==> config.mk <==
export PLATFORM = sky130hd
export DESIGN_NAME = scr_strap_refclk
export DESIGN_NICKNAME = d
export VERILOG_FILES = /design/src/scr_pkg.sv /design/src/scr_strap_refclk.sv
export VERILOG_INCLUDE_DIRS = /design/src
export SDC_FILE = /design/constraint.sdc
export NUM_CORES = 1
export LEC_CHECK = 0
export BUFFER_PORTS_ARGS = -buffer_cell sky130_fd_sc_hd__buf_4
export CORE_MARGIN = 3
export CORE_UTILIZATION = 50
export CTS_BUF_LIST = sky130_fd_sc_hd__clkbuf_8 sky130_fd_sc_hd__clkbuf_16
export DETAILED_ROUTE_END_ITERATION = 16
export MAX_ROUTING_LAYER = met4
export PLACE_DENSITY = 0.8
export SLEW_MARGIN = 30
export SYNTH_ARGS = -nofsm -noshare
export SYNTH_HDL_FRONTEND = slang
export SYNTH_SLANG_ARGS = --single-unit
==> constraint.sdc <==
create_clock -name mclk -period 2.3 [get_ports mclk]
set_input_delay 0.115 -clock mclk [delete_from_list [all_inputs] [get_ports mclk]]
set_output_delay 0.115 -clock mclk [all_outputs]
set_load 0.005 [all_outputs]
==> src/scr_params.svh <==
// Constants of the strap capture and reference clock select block.
`ifndef SCR_PARAMS_SVH
`define SCR_PARAMS_SVH
`define SCR_MCLK_KHZ    125000
`define SCR_REF_LO_KHZ  26000
`define SCR_REF_HI_KHZ  38400
`define SCR_SLP_HZ      32768
`define SCR_REF_THRESH  ((`SCR_REF_LO_KHZ + `SCR_REF_HI_KHZ) * 500 / `SCR_SLP_HZ)
`define SCR_SLP_TMO     (2 * `SCR_MCLK_KHZ * 1000 / `SCR_SLP_HZ)
`define SCR_REG_STATUS  8'h00
`define SCR_REG_CTRL    8'h04
`define SCR_REG_REFCNT  8'h08
`define SCR_ST_CFG_LO   0
`define SCR_ST_FREQ     2
`define SCR_ST_AUTO     3
`define SCR_ST_SEL38    4
`define SCR_ST_SLPOK    5
`define SCR_ST_RUN      6
`define SCR_CT_OSC      0
`define SCR_CT_GPIO     1
`define SCR_CT_RESET    2'h3
`define SCR_IN_PD       0
`define SCR_IN_FREQ     1
`define SCR_IN_AUTO     2
`define SCR_IN_CFG0     3
`define SCR_IN_CFG1     4
`define SCR_IN_SLP      5
`define SCR_IN_REF      6
// Idle pin levels: straps and sleep pin high through pull-ups, power-down and reference low.
`define SCR_SYNC_IDLE   7'h3e
`endif

==> src/scr_pkg.sv <==
// Types shared by the strap capture and reference clock select block.
package scr_pkg;
   typedef enum logic [1:0] {
      SCR_PDOWN   = 2'b00,
      SCR_CAPTURE = 2'b01,
      SCR_DETECT  = 2'b10,
      SCR_RUN     = 2'b11
   } scr_state_e;
endpackage

==> src/scr_strap_refclk.sv <==
// Strap capture, reference clock frequency select and oscillator enable.
//
// Design decisions made here: the plain strobed port and the register addresses.
`timescale 1ns/1ps
`include "scr_params.svh"

module scr_strap_refclk
   import scr_pkg::*;
#(
   parameter int SLP_TMO_CYC = `SCR_SLP_TMO
)
(
   input  wire logic        mclk,                 // System clock, 125 MHz.
   input  wire logic        reset,                // Asynchronous reset, active high.
   input  wire logic        full_powerdown_in_n,  // Power-down pin, low = power down.
   input  wire logic        refclk_freq_strap,    // Frequency select strap pin.
   input  wire logic        refclk_autodetect_strap, // Autodetect strap pin.
   input  wire logic        cfg_bit0,             // Host configuration strap 0.
   input  wire logic        cfg_bit1,             // Host configuration strap 1.
   input  wire logic        sleep_clock_in,       // Optional sleep clock pin.
   input  wire logic        refclk_in,            // Reference clock pin.
   input  wire logic [7:0]  reg_addr,             // Register byte address.
   input  wire logic [31:0] reg_wdata,            // Register write data.
   input  wire logic        reg_wr,               // Write strobe.
   input  wire logic        reg_rd,               // Read strobe.
   output logic      [31:0] reg_rdata,            // Read data, one cycle after strobe.
   output logic             ext_osc_enable_out,   // Oscillator enable, active high.
   output logic             gpio0_out,            // GPIO 0 level when not oscillator enable.
   output logic             strap_sample_out,     // Strap pins in input mode with pull-up.
   output logic             powerdown_out,        // Block held in full power-down.
   output logic             refclk_sel38_out,     // 1 = 38.4 MHz, 0 = 26 MHz.
   output logic             sleep_tick_out        // One pulse per sleep clock period while running with the sleep clock verified.
);

   // ***********************************************
   // Input synchronisers
   // ***********************************************
   logic [6:0] pin_raw;
   logic [6:0] sync1_reg;
   logic [6:0] sync2_reg;

   assign pin_raw = {refclk_in, sleep_clock_in, cfg_bit1, cfg_bit0,
                     refclk_autodetect_strap, refclk_freq_strap, full_powerdown_in_n};

   // Straps and the sleep pin idle high through their pull-ups. Resetting the
   // synchroniser to those levels keeps a false sleep edge from following reset.
   always_ff @(posedge mclk or posedge reset)
   begin
      if (reset)
      begin
         sync1_reg <= `SCR_SYNC_IDLE;
         sync2_reg <= `SCR_SYNC_IDLE;
      end
      else
      begin
         sync1_reg <= pin_raw;
         sync2_reg <= sync1_reg;
      end
   end

   function automatic logic rise(input logic cur, input logic prev);
      return cur & ~prev;
   endfunction

   // ***********************************************
   // Sequencing, capture and detection
   // ***********************************************
   scr_state_e  state_reg, state_next;
   logic        slp_prev_reg, slp_prev_next;
   logic        ref_prev_reg, ref_prev_next;
   logic        armed_reg, armed_next;
   logic [13:0] tmo_reg, tmo_next;
   logic [11:0] refcnt_reg, refcnt_next;
   logic        freq_reg, freq_next;
   logic        auto_reg, auto_next;
   logic [1:0]  cfg_reg, cfg_next;
   logic        sel38_reg, sel38_next;
   logic        slpok_reg, slpok_next;
   logic [1:0]  ctrl_reg, ctrl_next;
   logic [31:0] rdata_next;
   logic        osc_next, gpio_next, sample_next, pdown_next, tick_next;
   logic        pd_s, slp_rise, ref_rise;

   assign pd_s     = sync2_reg[`SCR_IN_PD];
   assign slp_rise = rise(sync2_reg[`SCR_IN_SLP], slp_prev_reg);
   assign ref_rise = rise(sync2_reg[`SCR_IN_REF], ref_prev_reg);

   always_comb
   begin
      state_next    = state_reg;
      slp_prev_next = sync2_reg[`SCR_IN_SLP];
      ref_prev_next = sync2_reg[`SCR_IN_REF];
      armed_next    = armed_reg;
      tmo_next      = tmo_reg;
      refcnt_next   = refcnt_reg;
      freq_next     = freq_reg;
      auto_next     = auto_reg;
      cfg_next      = cfg_reg;
      sel38_next    = sel38_reg;
      slpok_next    = slpok_reg;
      ctrl_next     = ctrl_reg;
      rdata_next    = 32'h0000_0000;
      unique case (state_reg)
         SCR_PDOWN:
         begin
            // Leaving power-down is the full reset that recaptures the straps.
            if (pd_s)
               state_next = SCR_CAPTURE;
         end
         SCR_CAPTURE:
         begin
            // Pins are still inputs with pull-up, so an open strap reads 1.
            // Capture is the only state that loads the strap copies, so later
            // traffic on the released pins cannot disturb them.
            freq_next  = sync2_reg[`SCR_IN_FREQ];
            auto_next  = sync2_reg[`SCR_IN_AUTO];
            cfg_next   = {sync2_reg[`SCR_IN_CFG1], sync2_reg[`SCR_IN_CFG0]};
            sel38_next = ~sync2_reg[`SCR_IN_FREQ];
            slpok_next = 1'b0;
            armed_next = 1'b0;
            tmo_next   = 14'h0000;
            refcnt_next = 12'h000;
            ctrl_next  = `SCR_CT_RESET;
            state_next = sync2_reg[`SCR_IN_AUTO] ? SCR_DETECT : SCR_RUN;
         end
         SCR_DETECT:
         begin
            // Reference edges are counted over one sleep clock period.
            tmo_next = tmo_reg + 14'h0001;
            if (armed_reg && ref_rise && refcnt_reg != 12'hFFF)
               refcnt_next = refcnt_reg + 12'h001;
            if (slp_rise && !armed_reg)
            begin
               armed_next = 1'b1;
               tmo_next   = 14'h0000;
            end
            else if (slp_rise)
            begin
               slpok_next = 1'b1;
               sel38_next = (refcnt_reg > 12'(`SCR_REF_THRESH));
               state_next = SCR_RUN;
            end
            else if (tmo_reg >= 14'(SLP_TMO_CYC))
               // A missing sleep clock falls back to the frequency strap.
               state_next = SCR_RUN;
         end
         SCR_RUN:
         begin
            if (slp_rise)
               tmo_next = 14'h0000;
            else if (tmo_reg < 14'(SLP_TMO_CYC))
               tmo_next = tmo_reg + 14'h0001;
            else
               slpok_next = 1'b0;
            if (slp_rise && auto_reg)
               slpok_next = 1'b1;
         end
      endcase
      // Software may only retune the oscillator enable once the block is running.
      if (reg_wr && reg_addr == `SCR_REG_CTRL && state_reg == SCR_RUN)
         ctrl_next = reg_wdata[1:0];
      if (reg_rd)
      begin
         unique case (reg_addr)
            `SCR_REG_STATUS:
            begin
               rdata_next[`SCR_ST_CFG_LO +: 2] = cfg_reg;
               rdata_next[`SCR_ST_FREQ]  = freq_reg;
               rdata_next[`SCR_ST_AUTO]  = auto_reg;
               rdata_next[`SCR_ST_SEL38] = sel38_reg;
               rdata_next[`SCR_ST_SLPOK] = slpok_reg;
               rdata_next[`SCR_ST_RUN]   = (state_reg == SCR_RUN);
            end
            `SCR_REG_CTRL:   rdata_next[1:0] = ctrl_reg;
            `SCR_REG_REFCNT: rdata_next[11:0] = refcnt_reg;
            default:         rdata_next = 32'h0000_0000;
         endcase
      end
      // A low power-down pin overrides every state.
      if (!pd_s)
         state_next = SCR_PDOWN;
      sample_next = (state_next == SCR_PDOWN) || (state_next == SCR_CAPTURE);
      pdown_next  = (state_next == SCR_PDOWN);
      osc_next    = (state_next == SCR_RUN) && slpok_next && ctrl_next[`SCR_CT_OSC];
      gpio_next   = ctrl_next[`SCR_CT_GPIO];
      tick_next   = (state_reg == SCR_RUN) && slpok_reg && slp_rise;
   end

   always_ff @(posedge mclk or posedge reset)
   begin
      if (reset)
      begin
         state_reg          <= SCR_PDOWN;
         slp_prev_reg       <= 1'b1;
         ref_prev_reg       <= 1'b0;
         armed_reg          <= 1'b0;
         tmo_reg            <= 14'h0000;
         refcnt_reg         <= 12'h000;
         freq_reg           <= 1'b1;
         auto_reg           <= 1'b1;
         cfg_reg            <= 2'h3;
         sel38_reg          <= 1'b0;
         slpok_reg          <= 1'b0;
         ctrl_reg           <= `SCR_CT_RESET;
         reg_rdata          <= 32'h0000_0000;
         ext_osc_enable_out <= 1'b0;
         gpio0_out          <= 1'b1;
         strap_sample_out   <= 1'b1;
         powerdown_out      <= 1'b1;
         refclk_sel38_out   <= 1'b0;
         sleep_tick_out     <= 1'b0;
      end
      else
      begin
         state_reg          <= state_next;
         slp_prev_reg       <= slp_prev_next;
         ref_prev_reg       <= ref_prev_next;
         armed_reg          <= armed_next;
         tmo_reg            <= tmo_next;
         refcnt_reg         <= refcnt_next;
         freq_reg           <= freq_next;
         auto_reg           <= auto_next;
         cfg_reg            <= cfg_next;
         sel38_reg          <= sel38_next;
         slpok_reg          <= slpok_next;
         ctrl_reg           <= ctrl_next;
         reg_rdata          <= rdata_next;
         ext_osc_enable_out <= osc_next;
         gpio0_out          <= gpio_next;
         strap_sample_out   <= sample_next;
         powerdown_out      <= pdown_next;
         refclk_sel38_out   <= sel38_next;
         sleep_tick_out     <= tick_next;
      end
   end

   // ***********************************************
   // Checks
   // ***********************************************
   pd_forces_down_a: assert property (@(posedge mclk) disable iff (reset)
      !pd_s |=> powerdown_out && state_reg == SCR_PDOWN)
      else $error("power-down pin low did not force power-down");

   pd_rise_capture_a: assert property (@(posedge mclk) disable iff (reset)
      state_reg == SCR_PDOWN && pd_s |=> state_reg == SCR_CAPTURE)
      else $error("power-down release did not start a capture");

   strap_capture_a: assert property (@(posedge mclk) disable iff (reset)
      state_reg == SCR_CAPTURE && pd_s
         |=> cfg_reg == $past(sync2_reg[`SCR_IN_CFG1 -: 2]) && freq_reg == $past(sync2_reg[`SCR_IN_FREQ]))
      else $error("straps not captured from the pins");

   pins_released_a: assert property (@(posedge mclk) disable iff (reset)
      state_reg == SCR_RUN && pd_s |=> !strap_sample_out)
      else $error("strap pins not released after capture");

   pullup_window_a: assert property (@(posedge mclk) disable iff (reset)
      state_reg == SCR_CAPTURE |-> strap_sample_out)
      else $error("pull-up not active while sampling");

   straps_held_a: assert property (@(posedge mclk) disable iff (reset)
      (state_reg != SCR_CAPTURE)[*2] |-> $stable(cfg_reg) && $stable(freq_reg) && $stable(auto_reg))
      else $error("captured straps changed outside capture");

   manual_select_a: assert property (@(posedge mclk) disable iff (reset)
      state_reg == SCR_CAPTURE && pd_s && !sync2_reg[`SCR_IN_AUTO]
         |=> state_reg == SCR_RUN ##0 refclk_sel38_out == !freq_reg)
      else $error("manual frequency select wrong");

   osc_gated_a: assert property (@(posedge mclk) disable iff (reset)
      ext_osc_enable_out |-> slpok_reg && state_reg == SCR_RUN)
      else $error("oscillator enabled without sleep clock");

   osc_drive_a: assert property (@(posedge mclk) disable iff (reset)
      state_reg == SCR_RUN && pd_s && slpok_next && ctrl_next[`SCR_CT_OSC] |=> ext_osc_enable_out)
      else $error("oscillator enable not driven");

   cfg_readback_a: assert property (@(posedge mclk) disable iff (reset)
      reg_rd && reg_addr == `SCR_REG_STATUS |=> reg_rdata[1:0] == $past(cfg_reg))
      else $error("host configuration bits not readable");

   ctrl_write_gate_a: assert property (@(posedge mclk) disable iff (reset)
      reg_wr && reg_addr == `SCR_REG_CTRL && (state_reg == SCR_PDOWN || state_reg == SCR_DETECT)
         |=> $stable(ctrl_reg))
      else $error("control changed by a write outside run");

endmodule

; After elaboration in Yosys (flattened, before gate mapping)
; Cells that the tools add are included.
[totals]
ff_bits = 90
in_bits = 51
word_cells = 93
[classes]
add_sub_neg = 2
n_lt_le_gt_ge = 3
n_eq_ne = 13
mux = 29
bitwise = 5
n_reduce_logical = 21
[op_table]
columns = operator, n
row1 = 14-bit 2-to-1 mux, 3
row2 = 14-bit case mux with 3 select lines, 1
row3 = 12-bit 2-to-1 mux, 2
row4 = 12-bit case mux with 2 select lines, 1
row5 = 14-bit by 1-bit adder with 14-bit output (second input constant), 1
row6 = 14-bit by 13-bit >= comparator with 1-bit output (second input constant), 1
row7 = 14-bit by 13-bit less-than comparator with 1-bit output (second input constant), 1
row8 = 12-bit by 1-bit adder with 12-bit output (second input constant), 1
row9 = 12-bit by 10-bit greater-than comparator with 1-bit output (second input constant), 1
row10 = 2-bit 2-to-1 mux, 6
row11 = 12-bit inequality test (second input constant), 1
row12 = 2-bit case mux with 3 select lines, 2
row13 = 1-bit logical AND, 10
row14 = 5-bit case mux with 2 select lines, 1
row15 = 1-bit 2-to-1 mux, 9
row16 = 8-bit by 3-bit equality test with 1-bit output (second input constant), 1
row17 = 8-bit by 4-bit equality test with 1-bit output (second input constant), 1
row18 = 8-bit logical NOT, 1
row19 = 2-bit inequality test (second input constant), 4
row20 = 2-bit equality test (second input constant), 3
row21 = 2-bit AND reduction, 3
row22 = 5-bit 2-to-1 mux, 1
row23 = 2-bit by 1-bit equality test with 1-bit output (second input constant), 2
row24 = 2-bit logical NOT, 2
row25 = other kinds (10), 14

; Depth between registers and ports, before layout
[logic_depth]
word_depth = 9
depth_mapped = 9

; Least setup slack after synthesis
; Ideal clock, no wire load.
[synth_timing]
path_kind = register -> register
startpoint = reg tmo_reg[0]
endpoint = reg tmo_reg[7]
setup_time_ns = 0.069
arrival_ns = 2.000
path_slack_ns = 0.231
path_stages_with_launch = 8
synth_period_minus_slack_ns = 2.069
cell_sequence = dfrtp_1 inv_1 ha_1 and3b_1 o311ai_2 o21ai_1 or4b_2 nand3_1
[synth_via]
elab_chain_cells = 4
elab_cells_between_ends = 8
[synth_lines]
columns = element, line_no
row1 = start: declaration, scr_strap_refclk.sv:72  ; logic [13:0] tmo_reg, tmo_next;
row2 = start signal: assignment, scr_strap_refclk.sv:219  ; tmo_reg <= tmo_next;
row3 = 14-bit by 1-bit adder with 14-bit output, "scr_strap_refclk.sv:129, scr_strap_refclk.sv:152"
row4 = 14-bit 2-to-1 mux, scr_strap_refclk.sv:151  ; else if (tmo_reg < 14'(SLP_TMO_CYC))
row5 = 14-bit 2-to-1 mux, scr_strap_refclk.sv:149  ; if (slp_rise)
row6 = 14-bit case mux with 3 select lines, scr_strap_refclk.sv:103  ; unique case (state_reg)
; Several ways; a longest one is shown, not always the timed one. The select of a mux whose other input is x is not followed.
; A chain may end at the register's enable or synchronous reset.

; Worst setup path after layout
[layout_timing]
startpoint = reg tmo_reg[1]
endpoint = reg tmo_reg[5]
; Same word-level chain as after synthesis.

==> results_dict.tcl <==
set metrics [dict create \
    via_per_inst 5.46 \
    wl_met3_um 317 \
    syn_inst 324 \
    ant_nets 0 \
    vias 2559 \
    synthMuxAreaShare 0.0405 \
    h-tree-depth 3 \
    synth_compound_area_frac 0.123 \
    die_w_um 87.7 \
    first_pass_iters 5 \
    drive_above_1_share 0.247 \
    nets 448 \
    critPathMaxFanout 9 \
    core_mm2 0.00642 \
    clockBufferDepth 2 \
    critPathLaunchType "flip-flop" \
    grt_max_degree 40 \
    clk_pin_slew_ns 0.07 \
    slew_viol_final 0 \
    antenna_found_initial 0 \
    drc 0 \
    fmaxAchievable_ghz 0.470 \
    status "completed" \
    placed_area_mm2 0.00370 \
    yosysMostFrequentCell "dfrtp_1" \
    ys.warnings.count 0 \
    wl_per_cell_um 14.5 \
    synth_edf_count 0 \
    synth_xor_area_frac 0.0105 \
    finalCritPeriodShare 0.925 \
    fin_crit_ns 2.13 \
    crit_buf_inv 2 \
    finalHoldViolCount 0 \
    gp_congestion 0.912 \
    skew_ns 0.00560 \
    regArea_mm2 0.00175 \
    clkLatencyLatePin_ns 0.34 \
    cts_tree "yes" \
    first_iter_violations 138 \
    design_area_mm2 0.00400 \
    grt_pass1_vias 2489 \
    syn-mean-instance-area_um2 10.3 \
    cts_inserted_buffers 9 \
    routed_wl_mm 6.80 \
    synth_top_area_cell "dfrtp_1" \
    synthFlopType "dfrtp_1" \
    synthTopCellsByArea "dfrtp_1 38%, dfstp_2 15%, buf_4 4.5%" \
    rsz0062_at_grt "yes" \
    yosysTopAreaCellShare 0.375 \
    postCtsSetupRepairBufs 0 \
    critPathSlowestCell "dfrtp_1" \
    clock-sinks 69 \
    ys_top_cells_by_count "50 x dfrtp_1, 30 x nor2_1, 27 x nand2_1, 21 x o21ai_0, 20 x buf_4" \
    critPathArrivalTime_ns 2.36 \
    cap_violations 0 \
    setup.worst_path.class "flip-flop to flip-flop" \
    pin_count 89 \
    power.density_mw_per_mm2 809 \
    io_buffers 38 \
    synth-seq-cells 69 \
    synth_simple_gate_area_frac 0.188 \
    wl_met2_mm 3.52 \
    ir_drop_mv 0.503 \
    relSlewSlack 0.558 \
    setup_viol 0 \
    syn_area_mm2 0.00334 \
    async_flop_share 1.00 \
    cts_root_buffer "clkbuf_8" \
    antennaDiodeCount 0 \
    cp-end-kind "flip-flop" \
    worstMarginPinSlew_ns 0.663 \
    cp_top_family "compound AO/OA/AOI/OAI gates" \
    cp_cell_sequence "inv_1 -> ha_1 -> and3b_1 -> o311ai_2 -> o21ai_2 -> buf_4 -> nand2b_1 -> o41ai_1" \
    holdWs_ns 0.0267 \
    highest_layer "met4" \
    area_delta_synth_final_pct 19.8 \
    post-dp-hpwl_mm 4.77 \
    synth_fa_ha_area_frac 0.0375 \
    die_h_um 87.7 \
    largest_reg_flops 14 \
    cp_data_required_time_ns 2.53 \
    synth_top_family_by_area "simple AND/OR/NAND/NOR gates" \
    start_util 0.519 \
    synth.distinct_cells 53 \
    grt.overflow.total 0 \
    grt_pass1_wl_mm 11.3 \
    nFillCells 500 \
    multiInputGateArea_mm2 0.00141 \
    ys_seq_area_frac 0.525 \
    die_area_mm2 0.00769 \
    placementRows 29 \
    max_stage_delay_ns 0.42 \
    wl_met1_mm 2.84 \
    track_usage 0.198 \
    hold_class "input pin to flip-flop" \
    p_leak_uw 0.00183 \
]
stage by stage:
stage	util	total power [uW]	setup WS (ns)	std cells	TNS, ns
detailed placement	0.577	2270	0.102	444	0
global placement	0.577	2240	0.156	444	0
global route	0.622	3410	-0.0106	469	-0.0165
CTS	0.621	3260	0.0889	469	0
floorplan	-	1970	0.231	343	0
finish	0.622	3230	0.173	469	0
tightest hold or removal path, delay by kind of cell:
kind / cells / cell delay, ns
compound gates: 1 / 0.05
buf+inv: 1 / 0.11
simple gates: 1 / 0.10
final timing paths:
path,start,to,slack [ns],cells after the start
min in group asynchronous,reset,refcnt_reg[1],0.43,3
min reg2reg,sync1_reg[6],sync2_reg[6],0.35,0
max in group asynchronous,reset,cfg_reg[0],1.17,4
min,reg_wdata[1],ctrl_reg[1],0.03,3
max,tmo_reg[1],tmo_reg[5],0.17,8
max reg2reg,tmo_reg[1],tmo_reg[5],0.17,8
cells in the final DEF, fill, tap and decap left out, types with 2 or more instances in the layout:
cell type,synthesis,routed
nand2_1,27,27
nand4_1,5,5
and3_1,2,2
o31ai_1,3,3
nor4_1,2,2
o41ai_1,2,2
dlygate4sd3_1,0,9
clkbuf_8,0,11
inv_1,16,16
clkinv_2,0,2
nor2_1,30,30
a22oi_1,2,2
or3_1,7,7
o211ai_1,4,4
nor2b_1,2,2
conb_1,1,20
nand3_1,17,17
xnor2_1,2,2
a21o_1,2,2
mux2_2,4,4
and2_1,6,6
and4_1,2,2
a31oi_1,3,3
mux2i_1,9,9
xor2_1,2,2
dfrtp_1,50,50
dfstp_2,19,19
buf_4,20,49
ha_1,10,10
a21oi_1,16,16
nor3_1,6,6
o21ai_0,21,21
nand2b_1,4,4
o31a_1,2,2
routing by layer:
layer,global-route usage,up-vias
met3,0.0339,10
li1,-,1235
met5,-,-
met4,0.0990,0
met2,0.322,75
met1,0.236,1239
final cells by class:
cell class	count	area share
flip-flops and latches	69	0.438
multi-input cells	232	0.354
repair buffers	59	0.120
clock buffers	12	0.0442
well taps	77	0.0241
inverters	16	0.0150
clock inverters	4	0.00532
cell families (layout without fill, tap and decap cells):
| kind of cell | count (synthesis) | count (layout) |
|---|---|---|
| xor gates and xnor gates | 4 | 4 |
| DFF | 69 | 69 |
| AOI/OAI and AO/OA | 64 | 64 |
| muxes | 13 | 13 |
| other | 1 | 20 |
| buffers and inverters | 42 | 91 |
| adders and majority gates | 10 | 10 |
| and+or+nand+nor | 121 | 121 |
where the power goes:
group	internal [uW]	switching (uW)	leakage [uW]	total, uW
clock network	509	444	0.000105	953
logic	356	464	0.000845	821
registers	1370	89.6	0.000882	1460
timing repair:
item / CTS / global route
endpoints found under the setup margin: 0 / 7
resized for setup: 0 / 1
endpoints found under the hold margin: 38 / 0
hold buffers: 9 / 0
No activity file was read; power rests on OpenSTA's default activity.
